==> src/inc/adc_defs.vh <==
`ifndef ADC_DEFS_VH
`define ADC_DEFS_VH

// ----------------------------------------------------------------------------
// Register byte addresses
// ----------------------------------------------------------------------------
`define ADDR_CLOCK_PRESCALER   8'hF2
`define ADDR_CONTROL           8'hF3
`define ADDR_RESULT_LOW        8'hF4
`define ADDR_RESULT_HIGH       8'hF5
`define ADDR_CHANNEL_ENABLE    8'hF6
`define ADDR_INT_STATUS        8'hF7
`define ADDR_INT_MASK          8'hF0
`define ADDR_SECOND_INT_ENABLE 8'hF1

// ----------------------------------------------------------------------------
// Control, second interrupt enable and interrupt status register fields
// ----------------------------------------------------------------------------
`define CTL_PSEUDO_IDLE_BIT    6
`define CTL_POWER_ENABLE_BIT   5
`define CTL_EOC_BIT            4
`define CTL_START_BIT          3
`define CTL_CHANNEL_MSB        2
`define CTL_CHANNEL_LSB        0
`define SECOND_INTERRUPT_ENABLE_REG_CONVERTER_BIT     1
`define INT_DONE_BIT           0
`define INT_REFUSED_BIT        1

// ----------------------------------------------------------------------------
// Reset values
// ----------------------------------------------------------------------------
`define RESET_BYTE             8'h00
`define RESET_PRESCALE         5'h00
`define RESET_RESULT           10'h000
`define RESET_INT              2'h0

// ----------------------------------------------------------------------------
// Timing counts, in converter clock periods or peripheral clock cycles
// ----------------------------------------------------------------------------
`define SAMPLE_PERIODS         1
`define BIT_PERIODS            10
`define CONVERSION_PERIODS     11
`define PRESCALE_ZERO_DIVIDE   7'd64
`define PRESCALE_MULTIPLIER    2

`endif

==> src/hdl/adc_conversion_control.v <==
// The implementer's own choices: the strobed register port and the register addresses.
`timescale 1ns/1ps
`include "adc_defs.vh"

module adc_conversion_control (
  input  wire       clock,              // Peripheral clock, 25 MHz.
  input  wire       rstn,               // Asynchronous reset, active low.
  input  wire [7:0] address,            // Register address.
  input  wire [7:0] writeData,          // Register write data.
  input  wire       writeStrobe,        // One-cycle write request.
  input  wire       readStrobe,         // One-cycle read request.
  output reg  [7:0] readData,           // Read data, valid the cycle after the strobe.
  input  wire       compareAbove,       // Analog comparator: input at or above trial level.
  input  wire       globalIntEnable,    // Global interrupt enable from the CPU.
  input  wire       otherIrqPending,    // Any other interrupt request of the system.
  output reg  [2:0] channelSelect,      // Analog multiplexer select.
  output reg  [7:0] analogInputEnable,  // Port 1 pins handed to the converter.
  output reg        converterPowerOn,   // Analog power, low in standby.
  output reg        sampleHold,         // High during the sample period.
  output reg  [9:0] trialCode,          // Trial level driven to the analog ladder.
  output reg        cpuHalt,            // Stops the CPU during a precision conversion.
  output reg        cpuWake,            // Wake request to the halted CPU.
  output reg        otherIrqRelease,    // Lets other interrupts through to the CPU.
  output reg        converterIrq,       // Converter interrupt request to the controller.
  output reg        irq                 // Level interrupt from the masked status bits.
);

  // --------------------------------------------------------------------------
  // State encoding
  // --------------------------------------------------------------------------
  localparam [2:0] STATE_IDLE    = 3'b001;  // Waiting for a start.
  localparam [2:0] STATE_SAMPLE  = 3'b010;  // Sample-and-hold period.
  localparam [2:0] STATE_CONVERT = 3'b100;  // Bit decision periods.

  // --------------------------------------------------------------------------
  // Software visible state
  // --------------------------------------------------------------------------
  reg        pseudoIdleSelect;     // Precision mode request for the next start.
  reg        powerEnable;          // Converter power enable.
  reg        endOfConversionFlag;  // Result ready flag.
  reg        startStatus;          // Start bit, reads high while busy.
  reg  [2:0] channelField;         // Channel select field.
  reg  [7:0] channelEnable;        // Channel enable register.
  reg  [4:0] prescaleValue;        // Clock prescale value.
  reg  [9:0] result;               // Last completed conversion.
  reg        converterIntEnable;   // Converter interrupt enable.
  reg  [1:0] intStatus;            // Sticky event bits.
  reg  [1:0] intMask;              // Interrupt mask, same layout.

  // --------------------------------------------------------------------------
  // Conversion engine state
  // --------------------------------------------------------------------------
  reg  [2:0] state;                // One-hot engine state.
  reg  [3:0] bitIndex;             // Bit being decided, 9 down to 0.
  reg        precisionRun;         // Mode latched at the start.
  wire       periodTick;           // End of one converter clock period.
  wire       writeControl;         // Write to the control register.
  wire       startRequest;         // Software asks for a conversion.
  wire       startAccepted;        // The request passes all checks.
  wire       startRefused;         // The request is dropped.
  wire       finishing;            // Last bit period ends this cycle.
  wire       abortRun;             // Standby entered while busy.
  wire       busy;                 // Engine is not idle.
  wire [9:0] decidedCode;          // Trial code after this period's decision.
  wire [9:0] finalCode;            // Code stored at completion.
  wire [1:0] intEvents;            // Events this cycle.
  wire [1:0] next_intStatus;       // Status after set and clear.
  wire       next_eoc;             // End flag after set and clear.
  wire       next_busy;            // Busy state for the next cycle.

  assign writeControl  = writeStrobe && (address == `ADDR_CONTROL);
  assign startRequest  = writeControl && writeData[`CTL_START_BIT];
  assign busy          = (state != STATE_IDLE);

  // standby refuses conversion
  // Power is taken from the same write so that one write can enable and start.
  assign startAccepted = startRequest && !busy &&
                         writeData[`CTL_POWER_ENABLE_BIT] &&
                         channelEnable[writeData[`CTL_CHANNEL_MSB:`CTL_CHANNEL_LSB]];
  assign startRefused  = startRequest && !busy && !startAccepted;

  assign finishing     = (state == STATE_CONVERT) && periodTick && (bitIndex == 4'd0);
  assign abortRun      = busy && (writeControl ? !writeData[`CTL_POWER_ENABLE_BIT] :
                                                 !powerEnable);

  // --------------------------------------------------------------------------
  // Converter clock
  // --------------------------------------------------------------------------
  // The divider restarts with each accepted start, so the sample period and
  // all ten bit periods are full converter clock periods.
  converter_clock_divider u_divider (
    .clock    (clock),
    .rstn     (rstn),
    .restart  (startAccepted),
    .prescale (prescaleValue),
    .tick     (periodTick)
  );

  // --------------------------------------------------------------------------
  // Successive decision
  // --------------------------------------------------------------------------
  // comparator keeps or drops bit
  // A trial bit is kept while the input stands at or above the trial level,
  // so an input above the reference ends at all ones and one below ground at
  // all zeros, with a straight line between.
  assign decidedCode = compareAbove ? trialCode :
                       (trialCode & ~(10'h001 << bitIndex));

  assign finalCode = precisionRun ? decidedCode : {decidedCode[9:2], 2'b00};

  // one sample then ten bits
  // The engine spends one period in sample and ten in convert.
  always @(posedge clock or negedge rstn) begin
    if (!rstn) begin
      state        <= STATE_IDLE;
      bitIndex     <= 4'd0;
      trialCode    <= 10'h000;
      sampleHold   <= 1'b0;
      precisionRun <= 1'b0;
    end else begin
      case (state)
        STATE_IDLE: begin
          // Mode is latched here so a later write cannot change a running job.
          if (startAccepted) begin
            state        <= STATE_SAMPLE;
            sampleHold   <= 1'b1;
            precisionRun <= writeData[`CTL_PSEUDO_IDLE_BIT];
          end
        end
        STATE_SAMPLE: begin
          if (abortRun) begin
            state      <= STATE_IDLE;
            sampleHold <= 1'b0;
          end else if (periodTick) begin
            state      <= STATE_CONVERT;
            sampleHold <= 1'b0;
            bitIndex   <= 4'd9;
            trialCode  <= 10'h200;
          end
        end
        STATE_CONVERT: begin
          if (abortRun) begin
            state     <= STATE_IDLE;
            trialCode <= 10'h000;
          end else if (periodTick) begin
            if (bitIndex == 4'd0) begin
              state     <= STATE_IDLE;
              trialCode <= 10'h000;
            end else begin
              // Keep the decision and raise the next lower trial bit.
              trialCode <= decidedCode | (10'h001 << (bitIndex - 4'd1));
              bitIndex  <= bitIndex - 4'd1;
            end
          end
        end
        default: begin
          state      <= STATE_IDLE;
          sampleHold <= 1'b0;
          trialCode  <= 10'h000;
        end
      endcase
    end
  end

  // --------------------------------------------------------------------------
  // Result register
  // --------------------------------------------------------------------------
  // result updates only on completion
  always @(posedge clock or negedge rstn) begin
    if (!rstn) begin
      result <= `RESET_RESULT;
    end else if (finishing && powerEnable) begin
      result <= finalCode;
    end
  end

  // --------------------------------------------------------------------------
  // Flags and interrupt events
  // --------------------------------------------------------------------------
  // set wins over software clear
  // Writing zero clears the flag; writing one leaves it alone.
  assign next_eoc = (finishing && powerEnable) ||
                    (endOfConversionFlag && !(writeControl && !writeData[`CTL_EOC_BIT]));

  assign intEvents = {startRefused, finishing && powerEnable};

  // Sticky bits: writing one clears, a fresh event in the same cycle wins.
  assign next_intStatus = intEvents |
                          (intStatus & ~((writeStrobe && address == `ADDR_INT_STATUS) ?
                                         writeData[1:0] : 2'b00));

  assign next_busy = (busy && !finishing && !abortRun) || startAccepted;

  always @(posedge clock or negedge rstn) begin
    if (!rstn) begin
      endOfConversionFlag <= 1'b0;
      startStatus         <= 1'b0;
      intStatus           <= `RESET_INT;
    end else begin
      endOfConversionFlag <= next_eoc;
      startStatus         <= next_busy;
      intStatus           <= next_intStatus;
    end
  end

  // --------------------------------------------------------------------------
  // Register writes
  // --------------------------------------------------------------------------
  // three-bit channel select
  always @(posedge clock or negedge rstn) begin
    if (!rstn) begin
      pseudoIdleSelect   <= 1'b0;
      powerEnable        <= 1'b0;
      channelField       <= 3'h0;
      channelEnable      <= `RESET_BYTE;
      prescaleValue      <= `RESET_PRESCALE;
      converterIntEnable <= 1'b0;
      intMask            <= `RESET_INT;
    end else if (writeStrobe) begin
      case (address)
        `ADDR_CONTROL: begin
          pseudoIdleSelect <= writeData[`CTL_PSEUDO_IDLE_BIT];
          powerEnable      <= writeData[`CTL_POWER_ENABLE_BIT];
          // The channel must not move under a running conversion.
          if (!busy) begin
            channelField <= writeData[`CTL_CHANNEL_MSB:`CTL_CHANNEL_LSB];
          end
        end
        `ADDR_CHANNEL_ENABLE: begin
          channelEnable <= writeData;
        end
        `ADDR_CLOCK_PRESCALER: begin
          prescaleValue <= writeData[4:0];
        end
        `ADDR_SECOND_INT_ENABLE: begin
          converterIntEnable <= writeData[`SECOND_INTERRUPT_ENABLE_REG_CONVERTER_BIT];
        end
        `ADDR_INT_MASK: begin
          intMask <= writeData[1:0];
        end
        default: begin
          // Other addresses hold no writable state here.
        end
      endcase
    end
  end

  // --------------------------------------------------------------------------
  // Register reads
  // --------------------------------------------------------------------------
  // result split over two bytes
  // Reserved bits and unmapped addresses read as zero.
  always @(posedge clock or negedge rstn) begin
    if (!rstn) begin
      readData <= `RESET_BYTE;
    end else if (readStrobe) begin
      case (address)
        `ADDR_CONTROL:           readData <= {1'b0, pseudoIdleSelect, powerEnable,
                                              endOfConversionFlag, startStatus,
                                              channelField};
        `ADDR_CHANNEL_ENABLE:    readData <= channelEnable;
        `ADDR_CLOCK_PRESCALER:   readData <= {3'b000, prescaleValue};
        `ADDR_RESULT_HIGH:       readData <= result[9:2];
        `ADDR_RESULT_LOW:        readData <= {6'b00_0000, result[1:0]};
        `ADDR_SECOND_INT_ENABLE: readData <= {6'b00_0000, converterIntEnable, 1'b0};
        `ADDR_INT_STATUS:        readData <= {6'b00_0000, intStatus};
        `ADDR_INT_MASK:          readData <= {6'b00_0000, intMask};
        default:                 readData <= `RESET_BYTE;
      endcase
    end else begin
      readData <= `RESET_BYTE;
    end
  end

  // --------------------------------------------------------------------------
  // Pin and system outputs
  // --------------------------------------------------------------------------
  // All outputs are registered, so each follows its cause by one cycle.
  always @(posedge clock or negedge rstn) begin
    if (!rstn) begin
      channelSelect     <= 3'h0;
      analogInputEnable <= `RESET_BYTE;
      converterPowerOn  <= 1'b0;
      cpuHalt           <= 1'b0;
      cpuWake           <= 1'b0;
      otherIrqRelease   <= 1'b1;
      converterIrq      <= 1'b0;
      irq               <= 1'b0;
    end else begin
      // Written values pass at once, so select, pins and power move together
      // with the engine and the multiplexer never shifts inside a sample.
      channelSelect     <= (writeControl && !busy) ?
                           writeData[`CTL_CHANNEL_MSB:`CTL_CHANNEL_LSB] : channelField;
      analogInputEnable <= (writeStrobe && address == `ADDR_CHANNEL_ENABLE) ?
                           writeData : channelEnable;
      converterPowerOn  <= writeControl ? writeData[`CTL_POWER_ENABLE_BIT] : powerEnable;
      cpuHalt           <= next_busy && (startAccepted ? writeData[`CTL_PSEUDO_IDLE_BIT] :
                                                         precisionRun);
      // flag and enable request
      // The request stays high while the flag is set; clearing it rearms.
      converterIrq      <= next_eoc && converterIntEnable;
      cpuWake           <= next_eoc && converterIntEnable && globalIntEnable;
      otherIrqRelease   <= !(next_busy && (startAccepted ?
                                           writeData[`CTL_PSEUDO_IDLE_BIT] : precisionRun));
      irq               <= |(next_intStatus & intMask);
    end
  end

  // settling wait is software's
  // The engine does not time the settling delay after power enable; a start
  // accepted too early converts with an unsettled ladder.

endmodule // adc_conversion_control

==> src/hdl/converter_clock_divider.v <==
`timescale 1ns/1ps
`include "adc_defs.vh"

// ----------------------------------------------------------------------------
// Converter clock divider
// ----------------------------------------------------------------------------
module converter_clock_divider (
  input  wire       clock,     // Peripheral clock.
  input  wire       rstn,      // Asynchronous reset, active low.
  input  wire       restart,   // Realigns the divider to a fresh period.
  input  wire [4:0] prescale,  // Prescale value from software.
  output reg        tick       // One-cycle pulse at the end of each period.
);

  reg  [6:0] count;    // Cycles elapsed in the current period.
  wire [6:0] divide;   // Cycles per converter clock period.

  assign divide = (prescale == 5'h00) ? `PRESCALE_ZERO_DIVIDE :
                  {1'b0, prescale, 1'b0};

  // The count restarts with each conversion so that every period is whole.
  // The restart edge is already the first cycle of the sample period, so the
  // count resumes at one; starting at zero would stretch that period by one.
  always @(posedge clock or negedge rstn) begin
    if (!rstn) begin
      count <= 7'h00;
      tick  <= 1'b0;
    end else if (restart) begin
      count <= 7'h01;
      tick  <= 1'b0;
    end else if (count == divide - 7'd1) begin
      count <= 7'h00;
      tick  <= 1'b1;
    end else begin
      count <= count + 7'd1;
      tick  <= 1'b0;
    end
  end

endmodule // converter_clock_divider

==> config.mk <==
export PLATFORM = sky130hd
export DESIGN_NAME = adc_conversion_control
export DESIGN_NICKNAME = d
export VERILOG_FILES = /design/src/hdl/adc_conversion_control.v /design/src/hdl/converter_clock_divider.v
export VERILOG_INCLUDE_DIRS = /design/src /design/src/inc
export SDC_FILE = /design/constraint.sdc
export NUM_CORES = 1
export LEC_CHECK = 0
export ABC_AREA = 1
export BUFFER_PORTS_ARGS = -buffer_cell sky130_fd_sc_hd__buf_4
export CORE_UTILIZATION = 35
export DETAILED_ROUTE_END_ITERATION = 12
export GPL_TIMING_DRIVEN = 0
export PLACE_DENSITY = 0.52
export SETUP_SLACK_MARGIN = 0.3
export SLEW_MARGIN = 30
export SYNTH_ARGS = -nofsm -noshare
export SYNTH_HDL_FRONTEND = slang
export SYNTH_SLANG_ARGS = --single-unit
==> constraint.sdc <==
create_clock -name clock -period 2.5 [get_ports clock]
set_input_delay 0.375 -clock clock [delete_from_list [all_inputs] [get_ports clock]]
set_output_delay 0.375 -clock clock [all_outputs]
set_load 0.1 [all_outputs]
==> results.toml <==
[critical_path]
cp_max_fo = 10
start_kind = "register"
critical_path_required_ns = 2.73
crit_type = "register to register"
cp_data_arrival_time_ns = 2.30
end_kind = "register"

[routing]
drc = 0
postRouteAntennaNets = 0
wirelength_um = 10640
wl_per_cell_um = 14.37
initialDrtViolationCount = 181
post_drt_via_cell_ratio = 4.735
drtPass1Iterations = 4
vias = 3504

[place]
place_hpwl_um = 7926
io_buffers = 56
placed_cells = 719
place.gp.congestion = 0.9361
placed_cell_area_sq_mm = 0.004994
dp_slack_ns = 0.2834

[clocking]
cts_hold_buf = 0
cts_buffers = 9
htree_levels = 3
clockBufferDepth = 2
cts_tree = "yes"
cts-root-buf = "clkbuf_16"
cts.sinks = 87
clk_pin_slew_ns = 0.07
worst_skew_pair.late_latency_ns = 0.34

[synthesis]
syn_area_sq_mm = 0.004359
ys_seq_area_frac = 0.5000
yosys_register_bits = 87
ys_warn_count = 0
ys_types = 45
synthesis.nets = 527
syn_avg_cell_area_sq_um = 8.806
syn-instance-count = 495

[sta]
setup_viol = 0
relSlewSlack = 0.4578
max_freq_mhz = 484.9
rsz0062_at_grt = "no"
finalCritPeriodShare = 0.8249
slew_violations = 0
holdWs_ns = 0.07277
min_period_ns = 2.062
finalSetupTns_ns = 0
finalHoldViolCount = 0
worst_pin_slew_ns = 0.8133
skew_ns = 0.007355
fin_ws_ns = 0.4378

[global_routing]
busiest_layer = "met2"
overflow = 0
met3_usage = 0.03401
grt_first_pass_wirelength_um = 17490
grtUsageMet2 = 0.2618
grt_pass1_vias = 3390
gr-usage-met1 = 0.2509
grt_use_total = 0.1774
antenna_found_initial = 0
grt_max_degree = 88

[run]
maxCapViolCount = 0

[floorplanning]
fp.coreArea_sq_mm = 0.01206
die_w_um = 113.6
die_h_um = 113.6
fp-row-count = 40
start_util = 0.3614
io_pins = 59
die-area_sq_mm = 0.01291

[power_and_ir_drop]
ir_drop_uv = 274.8
power.density_mw_per_mm2 = 637.3
p_leak_nw = 2.596
total_power_mw = 3.418

[finish]
drive_gt1_frac = 0.2150
areaGrowthSynthToFinish_pct = 23.05
stdcell_count = 740
final_cell_area_sq_mm = 0.005364
fin_util = 0.4447
nNetsFinal = 599
n_antenna_cell = 0

[hold_path]
min_path_type = "primary input to asynchronous set/reset pin"

[status]
outcome = "complete, no violations"
## report_power, final
part	switching (mW)	internal (mW)
registers	0.0759	1.49
clock network	0.574	0.877
logic	0.260	0.146
total	0.910	2.51
## per-layer routing
metal | vias up | wire (um) | part of all wire
li1 | 1743 | - | -
met1 | 1672 | 5243 | 0.49
met2 | 74 | 4783 | 0.45
met3 | 15 | 409 | 0.038
met4 | 0 | 199 | 0.019
met5 | - | 0 | 0
## state kept, by name, indices dropped and copies added (netlist names), 2 cells and up
signal,cells
u_divider.count,7
channelEnable,8
intStatus,2
intMask,2
channelField,3
result,10
channelSelect,3
prescaleValue,5
bitIndex,4
readData,8
state,3
analogInputEnable,8
trialCode,10
## worst max-delay path: stages (launching register included)
cell,delay [ns]
dfrtp_1,0.42
inv_1,0.14
ha_1,0.22
inv_1,0.07
nor2_1,0.13
inv_1,0.08
nor2_2,0.18
nand4_4,0.17
clkbuf_4,0.23
mux2_4,0.30
## final cells by class
type                    instances  area, sq um
fillers                      1182         6698
clock inverters                 7        96.34
well taps                     168        210.2
repair buffers                 61        461.7
flip-flops and latches         87         2180
multi-input cells             346         1931
plain buffers                   5        46.29
clock buffers                   9        225.2
inverters                      57        214.0
## synthesized netlist by cell type, drive strengths merged
cell type | n | area [sq um]
and3 | 1 | 6.260
nor2 | 47 | 220.2
buf | 5 | 43.79
dfrtp | 85 | 2127
a211oi | 1 | 7.510
a41oi | 1 | 8.760
a21oi | 14 | 81.33
nor3 | 8 | 62.56
mux2 | 8 | 93.84
nand3b | 3 | 22.52
or2 | 1 | 6.260
nand4 | 7 | 80.07
ha | 9 | 112.6
nand2 | 148 | 624.3
o2111ai | 1 | 8.760
a21boi | 2 | 15.01
xor2 | 6 | 52.55
nand3 | 21 | 122.6
o211ai | 1 | 7.510
dfstp | 2 | 52.55
o21ai | 46 | 237.7
clkinv | 1 | 3.750
inv | 56 | 210.2
o31ai | 1 | 7.510
a31oi | 11 | 68.82
xnor2 | 7 | 61.31
o21a | 1 | 7.510
and2 | 1 | 6.260
## worst paths after layout
path	slack [ns]	cells after the start	end	start
max in group asynchronous	1.84	1	converterIntEnable	rstn
max	0.44	9	result[8]	bitIndex[1]
min reg2reg	0.49	2	result[9]	result[9]
max reg2reg	0.44	9	result[8]	bitIndex[1]
min	0.07	1	analogInputEnable[7]	rstn
min in group clock	0.25	3	readData[5]	readStrobe
## cell families (layout without fill, tap and decap cells)
family | count (synthesis) | count (layout) | share of synthesized area
AO/OA/AOI/OAI | 79 | 79 | 0.1033
XOR/XNOR | 13 | 13 | 0.02612
adder cells (fa/ha/maj) | 9 | 9 | 0.02583
buffers and inverters | 62 | 139 | 0.05913
flip-flops | 87 | 87 | 0.5000
multiplexers | 8 | 8 | 0.02153
AND/OR/NAND/NOR | 237 | 237 | 0.2641
## layout by cell type, fill, tap and decap left out, drive strengths merged, types with 3 or more instances in the layout
cell / n
dfrtp: 85
buf: 65
nand3b: 3
nor2: 47
xor2: 6
clkbuf: 10
clkinvlp: 3
inv: 57
nand3: 21
xnor2: 7
mux2: 8
nand2: 148
nand4: 7
o21ai: 46
a21oi: 14
a31oi: 11
nor3: 8
ha: 9
## what timing repair did
| action | in CTS | in global routing |
|---|---|---|
| setup buffers | 0 | 5 |
| setup endpoints to repair | 1 | 4 |
| pin swaps | 0 | 1 |
| gates resized for setup | 1 | 2 |
(Power assumes the default switching activity.)
